### src/core/pin_config_pkg.sv
// Package with register map, field layout and reset values of the pin configuration bank
package pin_config_pkg;

  localparam logic [31:0] PIN3_OFFSET = 32'h4004400C;
  localparam logic [31:0] PIN4_OFFSET = 32'h40044010;
  localparam logic [31:0] PIN5_OFFSET = 32'h40044014;
  localparam logic [31:0] PIN6_OFFSET = 32'h40044018;
  localparam logic [31:0] PIN7_OFFSET = 32'h4004401C;

  localparam int ROLE_LSB = 0;
  localparam int ROLE_MSB = 2;
  localparam int COND_LSB = 3;
  localparam int COND_MSB = 4;
  localparam int FILTER_BIT = 5;
  localparam int DRIVER_TYPE_BIT = 6;
  localparam int STRENGTH_BIT = 7;
  localparam int CUR_LO_LSB = 8;
  localparam int CUR_LO_MSB = 15;
  localparam int CUR_HI_LSB = 16;
  localparam int CUR_HI_MSB = 23;
  localparam int STYLE_LSB = 8;
  localparam int STYLE_MSB = 9;

  localparam logic [2:0] ROLE_GPIO = 3'h0;
  localparam logic [2:0] ROLE_ALT = 3'h1;
  localparam logic [1:0] STYLE_I2C = 2'h0;
  localparam logic [1:0] STYLE_GPIO = 2'h1;

  // Writable bits per pad kind; everything else reads zero
  localparam logic [31:0] MASK_HIGH_DRIVE = 32'h00FFFFFF;
  localparam logic [31:0] MASK_GENERAL = 32'h0000003F;
  localparam logic [31:0] MASK_I2C = 32'h00000307;

  localparam logic [31:0] RESET_HIGH_DRIVE = 32'h00800000;
  localparam logic [31:0] RESET_GENERAL = 32'h00000000;
  localparam logic [31:0] RESET_I2C = 32'h00000001;

  localparam int PIN_COUNT = 5;

  typedef struct packed {
    logic [2:0] pin_role_select;
    logic [1:0] conditioning;
    logic glitch_filter_enable;
    logic driver_type_select;
    logic drive_strength_select;
    logic [7:0] current_low_level;
    logic [7:0] current_high_level;
    logic [1:0] pad_output_style;
  } pad_config_t;

endpackage : pin_config_pkg

### src/core/pin_config_bank.sv
// Pin configuration bank: five pin registers behind an APB slave
//
// Behaviour
// - Bits 2:0 select GPIO or alternate role
// - Pin three alternate is timer match 0
// - Pin four resets to I2C clock, open-drain
// - Pin five alternate is I2C data
// - Pin six alternate is SPI clock
// - Pin seven alternate is timer match 1
// - Bits 4:3 conditioning, bit 5 filter
// - Bit 6 picks voltage or current driver
// - Bit 7 picks high or ultra-high drive
// - Bits 15:8 current level when low
// - Bits 23:16 high level, reset 80h
// - I2C pads bits 9:8 output style
//
// Register access over APB was decided locally.
`timescale 1ns/100ps
module pin_config_bank
  import pin_config_pkg::*;
(
  input wire logic pclk,
  input wire logic presetn,
  input wire logic psel,
  input wire logic penable,
  input wire logic pwrite,
  input wire logic [31:0] paddr,
  input wire logic [31:0] pwdata,
  output logic [31:0] prdata,
  output logic pready,
  output logic pslverr,
  output pad_config_t port_pin_three,
  output pad_config_t port_pin_four,
  output pad_config_t port_pin_five,
  output pad_config_t port_pin_six,
  output pad_config_t port_pin_seven,
  output logic timer16_match0_sel,
  output logic i2c_clock_sel,
  output logic i2c_data_sel,
  output logic spi_clock_sel,
  output logic timer16_match1_sel,
  output logic pin_four_open_drain,
  output logic pin_five_open_drain
);

  localparam logic [31:0] PIN_ADDR [PIN_COUNT] = '{PIN3_OFFSET, PIN4_OFFSET, PIN5_OFFSET,
    PIN6_OFFSET, PIN7_OFFSET};
  localparam logic [31:0] PIN_MASK [PIN_COUNT] = '{MASK_HIGH_DRIVE, MASK_I2C, MASK_I2C,
    MASK_GENERAL, MASK_HIGH_DRIVE};
  localparam logic [31:0] PIN_RESET [PIN_COUNT] = '{RESET_HIGH_DRIVE, RESET_I2C, RESET_I2C,
    RESET_GENERAL, RESET_HIGH_DRIVE};

  logic [31:0] pin_value [PIN_COUNT];
  logic [PIN_COUNT-1:0] hit;
  logic access_phase;
  logic [31:0] read_mux;
  logic [31:0] prdata_next;

  // Zero-wait slave; pready is combinational from the access phase
  assign access_phase = psel && penable;
  assign pready = access_phase;
  assign pslverr = access_phase && (hit == '0);

  genvar g;
  generate
    for (g = 0; g < PIN_COUNT; g++) begin : g_pin
      assign hit[g] = (paddr == PIN_ADDR[g]);
      pin_config_slot #(
        .WRITE_MASK(PIN_MASK[g]),
        .RESET_VALUE(PIN_RESET[g])
      ) u_slot (
        .pclk(pclk),
        .presetn(presetn),
        .write_strobe(access_phase && pwrite && hit[g]),
        .write_data(pwdata),
        .value_reg(pin_value[g])
      );
    end
  endgenerate

  always_comb begin
    read_mux = 32'h00000000;
    for (int i = 0; i < PIN_COUNT; i++) begin
      if (hit[i]) begin
        read_mux = pin_value[i];
      end
    end
  end

  // Read data held in a flop; valid on the setup cycle so it stands in the access phase
  assign prdata_next = (psel && !penable && !pwrite) ? read_mux : prdata;
  always_ff @(posedge pclk or negedge presetn) begin
    if (!presetn) begin
      prdata <= 32'h00000000;
    end else begin
      prdata <= prdata_next;
    end
  end

  function automatic pad_config_t unpack_general(input logic [31:0] v);
    pad_config_t c;
    c = '0;
    c.pin_role_select = v[ROLE_MSB:ROLE_LSB];
    c.conditioning = v[COND_MSB:COND_LSB];
    c.glitch_filter_enable = v[FILTER_BIT];
    c.driver_type_select = v[DRIVER_TYPE_BIT];
    c.drive_strength_select = v[STRENGTH_BIT];
    c.current_low_level = v[CUR_LO_MSB:CUR_LO_LSB];
    c.current_high_level = v[CUR_HI_MSB:CUR_HI_LSB];
    return c;
  endfunction : unpack_general

  function automatic pad_config_t unpack_i2c(input logic [31:0] v);
    pad_config_t c;
    c = '0;
    c.pin_role_select = v[ROLE_MSB:ROLE_LSB];
    c.pad_output_style = v[STYLE_MSB:STYLE_LSB];
    return c;
  endfunction : unpack_i2c

  assign port_pin_three = unpack_general(pin_value[0]);
  assign port_pin_four = unpack_i2c(pin_value[1]);
  assign port_pin_five = unpack_i2c(pin_value[2]);
  assign port_pin_six = unpack_general(pin_value[3]);
  assign port_pin_seven = unpack_general(pin_value[4]);

  // Disallowed role codes fall back to GPIO routing
  assign timer16_match0_sel = (port_pin_three.pin_role_select == ROLE_ALT);
  assign i2c_clock_sel = (port_pin_four.pin_role_select == ROLE_ALT);
  assign i2c_data_sel = (port_pin_five.pin_role_select == ROLE_ALT);
  assign spi_clock_sel = (port_pin_six.pin_role_select == ROLE_ALT);
  assign timer16_match1_sel = (port_pin_seven.pin_role_select == ROLE_ALT);

  // Both roles of the I2C pads are open-drain
  assign pin_four_open_drain = 1'b1;
  assign pin_five_open_drain = 1'b1;

  // Stored words keep reserved bits clear; reset words per pad kind
  a_reserved_zero: assert property (@(posedge pclk) disable iff (!presetn)
    ((pin_value[0] & ~MASK_HIGH_DRIVE) == '0) && ((pin_value[1] & ~MASK_I2C) == '0)
    && ((pin_value[2] & ~MASK_I2C) == '0) && ((pin_value[3] & ~MASK_GENERAL) == '0)
    && ((pin_value[4] & ~MASK_HIGH_DRIVE) == '0))
    else $error("reserved bits not zero");

  a_reset_words: assert property (@(posedge pclk) disable iff (!presetn)
    $rose(presetn) |-> pin_value[0] == RESET_HIGH_DRIVE && pin_value[1] == RESET_I2C
    && pin_value[2] == RESET_I2C && pin_value[3] == RESET_GENERAL
    && pin_value[4] == RESET_HIGH_DRIVE)
    else $error("reset words wrong");

  a_reset_routes: assert property (@(posedge pclk) disable iff (!presetn)
    $rose(presetn) |-> i2c_clock_sel && i2c_data_sel && !timer16_match0_sel
    && !spi_clock_sel && !timer16_match1_sel)
    else $error("reset routing wrong");

  // Writes land only at an access-phase edge, masked per pad kind
  a_write_lands: assert property (@(posedge pclk) disable iff (!presetn)
    access_phase && pwrite && hit[4] |=> pin_value[4] == ($past(pwdata) & MASK_HIGH_DRIVE))
    else $error("pin seven write not stored");

  a_write_pin3: assert property (@(posedge pclk) disable iff (!presetn)
    access_phase && pwrite && hit[0] |=> pin_value[0] == ($past(pwdata) & MASK_HIGH_DRIVE))
    else $error("pin three write not stored");

  a_write_pin4: assert property (@(posedge pclk) disable iff (!presetn)
    access_phase && pwrite && hit[1] |=> pin_value[1] == ($past(pwdata) & MASK_I2C))
    else $error("pin four write not stored");

  a_write_pin5: assert property (@(posedge pclk) disable iff (!presetn)
    access_phase && pwrite && hit[2] |=> pin_value[2] == ($past(pwdata) & MASK_I2C))
    else $error("pin five write not stored");

  a_write_pin6: assert property (@(posedge pclk) disable iff (!presetn)
    access_phase && pwrite && hit[3] |=> pin_value[3] == ($past(pwdata) & MASK_GENERAL))
    else $error("pin six write not stored");

  a_write_refused: assert property (@(posedge pclk) disable iff (!presetn)
    access_phase && pwrite && hit == '0 |=> $stable(pin_value[0]) && $stable(pin_value[1])
    && $stable(pin_value[2]) && $stable(pin_value[3]) && $stable(pin_value[4]))
    else $error("unmapped write changed a register");

  a_idle_stable: assert property (@(posedge pclk) disable iff (!presetn)
    !access_phase |=> $stable(pin_value[0]) && $stable(pin_value[1])
    && $stable(pin_value[2]) && $stable(pin_value[3]) && $stable(pin_value[4]))
    else $error("register changed outside an access");

  // Read word is loaded at the setup edge and stands until the next read
  a_read_returns: assert property (@(posedge pclk) disable iff (!presetn)
    psel && !penable && !pwrite && hit[0] |=> prdata == $past(pin_value[0]))
    else $error("pin three read data wrong");

  a_read_pin4: assert property (@(posedge pclk) disable iff (!presetn)
    psel && !penable && !pwrite && hit[1] |=> prdata == $past(pin_value[1]))
    else $error("pin four read data wrong");

  a_read_pin5: assert property (@(posedge pclk) disable iff (!presetn)
    psel && !penable && !pwrite && hit[2] |=> prdata == $past(pin_value[2]))
    else $error("pin five read data wrong");

  a_read_pin6: assert property (@(posedge pclk) disable iff (!presetn)
    psel && !penable && !pwrite && hit[3] |=> prdata == $past(pin_value[3]))
    else $error("pin six read data wrong");

  a_read_pin7: assert property (@(posedge pclk) disable iff (!presetn)
    psel && !penable && !pwrite && hit[4] |=> prdata == $past(pin_value[4]))
    else $error("pin seven read data wrong");

  a_read_unmapped: assert property (@(posedge pclk) disable iff (!presetn)
    psel && !penable && !pwrite && hit == '0 |=> prdata == '0)
    else $error("unmapped read not zero");

  a_read_stands: assert property (@(posedge pclk) disable iff (!presetn)
    !(psel && !penable && !pwrite) |=> $stable(prdata))
    else $error("read data moved outside a read");

  a_unmapped_err: assert property (@(posedge pclk) disable iff (!presetn)
    access_phase && hit == '0 |-> pslverr && pready)
    else $error("unmapped access not refused");

  a_idle_quiet: assert property (@(posedge pclk) disable iff (!presetn)
    !(psel && penable) |-> !pready && !pslverr)
    else $error("bus answer outside an access");

  a_hit_onehot: assert property (@(posedge pclk) disable iff (!presetn)
    $onehot0(hit))
    else $error("address decodes to two registers");

  // Only code 001b routes the alternate role; other codes stay GPIO
  a_timer0_route: assert property (@(posedge pclk) disable iff (!presetn)
    timer16_match0_sel == (pin_value[0][ROLE_MSB:ROLE_LSB] == ROLE_ALT))
    else $error("timer match 0 routing wrong");

  a_i2c_route: assert property (@(posedge pclk) disable iff (!presetn)
    i2c_data_sel == (pin_value[2][ROLE_MSB:ROLE_LSB] == ROLE_ALT)
    && i2c_clock_sel == (pin_value[1][ROLE_MSB:ROLE_LSB] == ROLE_ALT))
    else $error("I2C routing wrong");

  a_spi_route: assert property (@(posedge pclk) disable iff (!presetn)
    spi_clock_sel == (pin_value[3][ROLE_MSB:ROLE_LSB] == ROLE_ALT))
    else $error("SPI clock routing wrong");

  a_timer1_route: assert property (@(posedge pclk) disable iff (!presetn)
    timer16_match1_sel == (pin_value[4][ROLE_MSB:ROLE_LSB] == ROLE_ALT))
    else $error("timer match 1 routing wrong");

  a_role_fields: assert property (@(posedge pclk) disable iff (!presetn)
    port_pin_three.pin_role_select == pin_value[0][ROLE_MSB:ROLE_LSB]
    && port_pin_four.pin_role_select == pin_value[1][ROLE_MSB:ROLE_LSB]
    && port_pin_five.pin_role_select == pin_value[2][ROLE_MSB:ROLE_LSB]
    && port_pin_six.pin_role_select == pin_value[3][ROLE_MSB:ROLE_LSB]
    && port_pin_seven.pin_role_select == pin_value[4][ROLE_MSB:ROLE_LSB])
    else $error("role field decode wrong");

  a_open_drain: assert property (@(posedge pclk) disable iff (!presetn)
    pin_four_open_drain && pin_five_open_drain)
    else $error("I2C pad not open-drain");

  // Field decode per pad kind; fields a pad lacks stay zero
  a_fields_map: assert property (@(posedge pclk) disable iff (!presetn)
    port_pin_seven.conditioning == pin_value[4][COND_MSB:COND_LSB]
    && port_pin_seven.glitch_filter_enable == pin_value[4][FILTER_BIT]
    && port_pin_seven.driver_type_select == pin_value[4][DRIVER_TYPE_BIT]
    && port_pin_seven.drive_strength_select == pin_value[4][STRENGTH_BIT])
    else $error("pin seven field map wrong");

  a_fields_pin3: assert property (@(posedge pclk) disable iff (!presetn)
    port_pin_three.conditioning == pin_value[0][COND_MSB:COND_LSB]
    && port_pin_three.glitch_filter_enable == pin_value[0][FILTER_BIT]
    && port_pin_three.driver_type_select == pin_value[0][DRIVER_TYPE_BIT]
    && port_pin_three.drive_strength_select == pin_value[0][STRENGTH_BIT])
    else $error("pin three field map wrong");

  a_levels_pin3: assert property (@(posedge pclk) disable iff (!presetn)
    port_pin_three.current_low_level == pin_value[0][CUR_LO_MSB:CUR_LO_LSB]
    && port_pin_three.current_high_level == pin_value[0][CUR_HI_MSB:CUR_HI_LSB])
    else $error("pin three current levels wrong");

  a_levels_pin7: assert property (@(posedge pclk) disable iff (!presetn)
    port_pin_seven.current_low_level == pin_value[4][CUR_LO_MSB:CUR_LO_LSB]
    && port_pin_seven.current_high_level == pin_value[4][CUR_HI_MSB:CUR_HI_LSB])
    else $error("pin seven current levels wrong");

  a_fields_pin6: assert property (@(posedge pclk) disable iff (!presetn)
    port_pin_six.conditioning == pin_value[3][COND_MSB:COND_LSB]
    && port_pin_six.glitch_filter_enable == pin_value[3][FILTER_BIT])
    else $error("pin six field map wrong");

  a_pin6_unused: assert property (@(posedge pclk) disable iff (!presetn)
    port_pin_six.driver_type_select == 1'b0 && port_pin_six.drive_strength_select == 1'b0
    && port_pin_six.current_low_level == '0 && port_pin_six.current_high_level == '0)
    else $error("pin six drive fields not zero");

  a_style_map: assert property (@(posedge pclk) disable iff (!presetn)
    port_pin_four.pad_output_style == pin_value[1][STYLE_MSB:STYLE_LSB])
    else $error("pad output style wrong");

  a_style_pin5: assert property (@(posedge pclk) disable iff (!presetn)
    port_pin_five.pad_output_style == pin_value[2][STYLE_MSB:STYLE_LSB])
    else $error("pin five output style wrong");

  a_i2c_unused: assert property (@(posedge pclk) disable iff (!presetn)
    port_pin_four.conditioning == '0 && port_pin_four.glitch_filter_enable == 1'b0
    && port_pin_five.conditioning == '0 && port_pin_five.glitch_filter_enable == 1'b0)
    else $error("I2C pad conditioning not zero");

  c_write_pin3: cover property (@(posedge pclk) access_phase && pwrite && hit[0]);
  c_read_pin4: cover property (@(posedge pclk) access_phase && !pwrite && hit[1]);
  c_unmapped: cover property (@(posedge pclk) pslverr);
  c_spi_alt: cover property (@(posedge pclk) spi_clock_sel);
  c_ultra_drive: cover property (@(posedge pclk) port_pin_seven.drive_strength_select);

endmodule : pin_config_bank

### src/core/pin_config_slot.sv
// One pin configuration register with write mask and reset value
`timescale 1ns/100ps
module pin_config_slot
  import pin_config_pkg::*;
#(
  parameter logic [31:0] WRITE_MASK = MASK_GENERAL,
  parameter logic [31:0] RESET_VALUE = RESET_GENERAL
) (
  input wire logic pclk,
  input wire logic presetn,
  input wire logic write_strobe,
  input wire logic [31:0] write_data,
  output logic [31:0] value_reg
);

  always_ff @(posedge pclk or negedge presetn) begin
    if (!presetn) begin
      value_reg <= RESET_VALUE;
    end else if (write_strobe) begin
      value_reg <= write_data & WRITE_MASK;
    end
  end

endmodule : pin_config_slot

### config.mk
export PLATFORM = sky130hd
export DESIGN_NAME = pin_config_bank
export DESIGN_NICKNAME = d
export VERILOG_FILES = /design/src/core/pin_config_pkg.sv /design/src/core/pin_config_bank.sv /design/src/core/pin_config_slot.sv
export SDC_FILE = /design/constraint.sdc
export NUM_CORES = 1
export LEC_CHECK = 0
export BUFFER_PORTS_ARGS = -buffer_cell sky130_fd_sc_hd__buf_2
export CAP_MARGIN = 25
export CORE_MARGIN = 2
export CORE_UTILIZATION = 50
export DETAILED_ROUTE_END_ITERATION = 16
export PLACE_DENSITY = 0.87
export SLEW_MARGIN = 40
export SYNTH_ARGS = -nofsm -noshare
export SYNTH_HDL_FRONTEND = slang
export SYNTH_SLANG_ARGS = --single-unit
### constraint.sdc
create_clock -name pclk -period 4.2 [get_ports pclk]
set_clock_uncertainty 0.1 [all_clocks]
set_input_delay 0.21 -clock pclk [delete_from_list [all_inputs] [get_ports pclk]]
set_output_delay 0.21 -clock pclk [all_outputs]
set_load 0.01 [all_outputs]
; Yosys cells after proc, flatten, opt, wreduce, memory -nomap -nowiden
; Index checks and enable logic that the tools add are counted.
[op_classes]
reduce_logical = 13
n_eq_ne = 10
mux = 5
[ops]
columns = operator, count
row1 = $eq 32x31->1 const B, 5
row2 = $mux 32, 3
row3 = $mux 24, 2
row4 = $eq 3x1->1 const B, 5
row5 = $logic_and 1x1->1, 10
row6 = $logic_not 5->1, 1
row7 = $logic_not 1->1, 2
[word_totals]
regBits = 96
output_inout_bits = 171
input_bits = 69
word_cells = 34

; Depth between registers and ports, before layout
[logic_depth]
ltp_word = 6
mapped_depth = 6
depth_no_buf = 4

; Cells and area by module
; From an unflattened synthesis, not the netlist that was laid out.
[hier_totals]
cells_unflattened = 704
hier_area_um2 = 7145.6
[by_module_without_submodules]
columns = mod, n_inst, cells_per_inst, area_per_inst_um2, seq_area_each_um2
row1 = pin_config_bank, 1, 468, 3792.4, 800.8
row2 = pin_config_slot (g_pin[0].u_slot ...), 2, 60, 1062.3, 601.8
row3 = pin_config_slot (g_pin[1].u_slot ...), 2, 38, 389.1, 126.4
row4 = pin_config_slot (g_pin[3].u_slot), 1, 40, 450.4, 150.1

; Worst setup path after synthesis
; Ideal clock, no wire load.
[synth_path]
path_type = input to register
from = in paddr[25]
to = reg g_pin[4].u_slot.value_reg[10]
setup_slack_ns = 2.133
path_buffers = 1
t_required_ns = 3.975
setup_ns = 0.125
arrival_time_ns = 1.842
cell_stages = 5
path_cell_list = nor4_1 nand4_1 nor4_4 buf_6 mux2_2
[synth_between]
elab_chain_cells = 2
[synth_rtl]
columns = element, line
row1 = "start, declared", pin_config_bank.sv:27  ; input wire logic [31:0] paddr,
row2 = $eq 32x31->1, pin_config_bank.sv:67  ; assign hit[g] = (paddr == PIN_ADDR[g]);
row3 = $logic_and 1x1->1, pin_config_bank.sv:74  ; .write_strobe(access_phase && pwrite && hit[g]),
row4 = "end signal, assigned", pin_config_slot.sv:20  ; value_reg <= write_data & WRITE_MASK;
row5 = "end, declared", pin_config_slot.sv:13  ; output logic [31:0] value_reg
; No other way between the ends.
; A chain may end at the register's enable or synchronous reset.

; Worst setup path in the final report
[layout_path]
from = in paddr[25]
to = out pslverr
[layout_between]
elab_chain_cells = 3
elab_cells_between_ends = 7
cone_classes = eq/ne: 5 / reduce/logical: 2
[layout_rtl]
columns = element, line
row1 = $eq 32x31->1, pin_config_bank.sv:67
row2 = $logic_not 5->1 (*), pin_config_bank.sv:62  ; assign pslverr = access_phase && (hit == '0);
row3 = $logic_and 1x1->1 (*), pin_config_bank.sv:62
row4 = "end, declared", pin_config_bank.sv:31  ; output logic pslverr,
; Every way passes the cells marked *; elsewhere a longest branch is shown, timed or not.

==> reports/qor.csv <==
stage,metric,value,unit
logic_synthesis,largest family of logic cells by synthesized area,multiplexers,
logic_synthesis,post-synthesis adder-cell area fraction,0,%
global_routing,largest net degree at the start of global routing,89,
floorplanning,Starting Density,51.32,%
final_layout,n_diodes,0,
route,initial drt markers,139,
power,Pwr Density,269.2,nW/um2
timing,total negative slack,0,ps
logic_synthesis,main area contributors after synthesis,"dfrtp_1 (44%), mux2_2 (16%), buf_4 (12%), mux2i_1 (3.4%), o31ai_1 (3.0%)",
worst_setup_path,capturing point of the worst reg2reg path,prdata[2]$_DFFE_PN0P_,
route,drt via density,5.082,
hold_path,Hold Path Depth,2,
final_layout,layout cells sized above 1,45.68,%
logic_synthesis,Syn. warnings,0,
final_layout,Area Growth Syn to Fin,19.87,%
placed_design,placed cells,663,
timing,Tcrit/Tclk final,53.20,%
worst_setup_path,Reg2Reg Depth,4,
clocking,Clock Pin Slew Worst Setup and Hold Paths,100,ps
route,met3 WL post-DR,770,um
global_routing,first-pass GRT wire length,17750,um
clocking,Longest Clk Path Bufs,2,
global_routing,vias in the first global route,3532,
logic_synthesis,post-synthesis instance total,395,
clocking,TritonCTS Buffers,9,
timing,Fmax,447.6,MHz
hold_path,class of the worst hold path,input port to flip-flop,
route,Routed WL per cell,16.30,um
worst_setup_path,R2R Setup Slk,2780,ps
logic_synthesis,sequential share of the synthesized area,46.54,%
power,Leakage,3.140,nW
logic_synthesis,Synth Flop Type,dfrtp_1,
final_layout,"commonest non-fill, non-tap cell in the layout",buf_2,
global_routing,grt ovf,0,
clocking,clk sinks,88,
logic_synthesis,XOR/XNOR share of the synthesized area,0,%
floorplanning,die height,101.4,um
worst_setup_path,WP data arrival,1920,ps
final_layout,fin area,5684,um2
placed_design,IO buf count,155,
timing,relative slew slack,54.10,%
placed_design,detailed placement HPWL,8226,um
route,vias post-DR,3537,
logic_synthesis,Post-synth EDFFs,0,
timing,worst-margin pin slew,688.5,ps
final_layout,max reg flops,64,
worst_setup_path,launch point of the worst reg-to-reg path,g_pin[0].u_slot.value_reg[2]$_DFFE_PN0P_,
route,DRT antenna net count,0,
route,drt pass-1 iters,4,
placed_design,RePlAce Congestion,0.8490,
worst_setup_path,crit path kind,input port to output pin,
timing,final count of hold timing violations,0,
flow_run,max-cap viol count,0,
timing,final setup fails,0,
power,peak supply drop,0.1984,mV
route,Residual DRC,0,
clocking,H-tree depth,3,
floorplanning,die width,101.4,um
worst_setup_path,Critical Path End Type,output pin,
floorplanning,row count,35,
worst_setup_path,CP startpoint kind,input port,
logic_synthesis,simple-gate portion of the synthesized area,12.53,%
route,M1 WL,4312,um
logic_synthesis,distinct cell type count after synthesis,43,
logic_synthesis,Synth Area in Compound Gates,6.702,%
hold_path,Hold Path End,g_pin[4].u_slot.value_reg[3]$_DFFE_PN0P_,
final_layout,final core occ,61.52,%
global_routing,total track usage,22.65,%
final_layout,highest-count cells in the layout ignoring fill and taps,"buf_2 (153), dfrtp_1 (84), conb_1 (76)",
logic_synthesis,Synth Cell Area,4742,um2
floorplanning,Die Footprint,10280,um2
floorplanning,Core Area,9240,um2
logic_synthesis,"Avg Cell Area, Syn",12.01,um2
timing,Pins Over Slew Limit,0,
timing,RSZ-0062 raised after global routing,no,
placed_design,Area after DPL,5329,um2
hold_path,Hold Crit Start,pwdata[3],
floorplanning,num ports,240,
final_layout,fin cells,696,
global_routing,initial antenna violation count,0,
logic_synthesis,leading area contributor after synthesis,dfrtp_1,
final_layout,NumNets Final,631,
route,final wirelength,11340,um
route,WL met2,6106,um
clocking,clk root buf,clkbuf_8,
clocking,Resized cells post-CTS,0,
route,max layer used,met4,
status,status,"finished, final reports clean",
logic_synthesis,Seq cells post-synth,88,
clocking,insertion delay to the later sink of the worst-skew pair,360,ps
clocking,TritonCTS clock tree,yes,
logic_synthesis,Synth top area share,44.33,%
timing,min Tclk post-route,2234,ps
logic_synthesis,post-synthesis mux area share,20.00,%
worst_setup_path,Worst Path Max Fanout,4,
logic_synthesis,fraction of registers with async set/reset,100.0,%
worst_setup_path,Worst EP required,3890,ps
power,total chip power,0.001530,W
[how the worst max path moves through the flow]
stage               from                                         to  slack (ps)
3_5_place_dp    paddr[4]   g_pin[3].u_slot.value_reg[1]$_DFFE_PN0P_        1440
2_1_floorplan  paddr[25]  g_pin[4].u_slot.value_reg[10]$_DFFE_PN0P_        2130
3_3_place_gp   paddr[25]   g_pin[0].u_slot.value_reg[5]$_DFFE_PN0P_        1270
6_report       paddr[25]                                    pslverr        1970
4_1_cts         paddr[4]   g_pin[3].u_slot.value_reg[4]$_DFFE_PN0P_        1800
5_1_grt        paddr[25]                                    pslverr        1890
[power breakdown]
group          total, W      switching (W)  internal [W]
logic          0.000142          0.0000963     0.0000459
registers      0.000847  0.000000000000814      0.000847
clock network  0.000541           0.000319      0.000223
total           0.00153           0.000415       0.00112
[worst max-delay path: stages]
cell	delay, ps
buf_2	90
nor4_1	520
nand3_1	260
or2_2	400
o31a_1	300
buf_2	140
[synth_stat cells (2+ instances only)]
master     number
nor4b_4         3
nor4_4          5
a32o_1          2
mux2_2         66
a22o_1          3
nand2b_1        2
nand4_1         2
clkbuf_1        7
o2111ai_1       2
conb_1          2
o21ai_0         7
nand2_1        27
a21oi_1         3
a21boi_0        2
nor2b_1         3
nor3_1          4
and2_1          2
mux2_1          4
dfrtp_1        84
a22oi_1         3
and3b_1         3
nor3b_1         7
nor4b_1         2
nand3_1         3
o31ai_1        19
buf_2           4
dfstp_2         4
or4_1           3
nor2_1          8
buf_1           2
buf_4          78
o21a_1          2
buf_6           2
mux2i_1        16
[final cells by class]
type	count	area, um2
fill	749	3556
sequential	88	2207
multi-input combinational	287	2151
timing repair buffer	176	987.2
tap	129	161.4
clock buffer	10	127.6
clock inverter	6	50.05
[stage by stage]
| stage | setup slack [ps] | hold WS (ps) |
|---|---|---|
| 2_1_floorplan | 2133 | -185.6 |
| 3_3_place_gp | 1271 | 336.6 |
| 3_5_place_dp | 1437 | 222.1 |
| 4_1_cts | 1804 | 4.871 |
| 5_1_grt | 1892 | 4.006 |
| 6_report | 1966 | 15.54 |
[cells by family (layout without fill, tap and decap cells)]
logic type | Yosys count | count (layout)
other cells | 2 | 76
compound gates | 44 | 44
simple gates | 81 | 81
flops | 88 | 88
mux | 86 | 86
buf+inv | 94 | 192
[routing by layer]
| metal | vias up | global-route usage (%) |
|---|---|---|
| met4 | 0 | 7.900 |
| met3 | 13 | 5.176 |
| met2 | 167 | 41.11 |
| met5 | - | 0 |
| li1 | 1601 | - |
| met1 | 1756 | 26.22 |
[what timing repair did]
item	CTS	global route
hold endpoints to repair	115	0
buffers inserted	0	0
hold buffers	17	0
(Power assumes the default switching activity.)
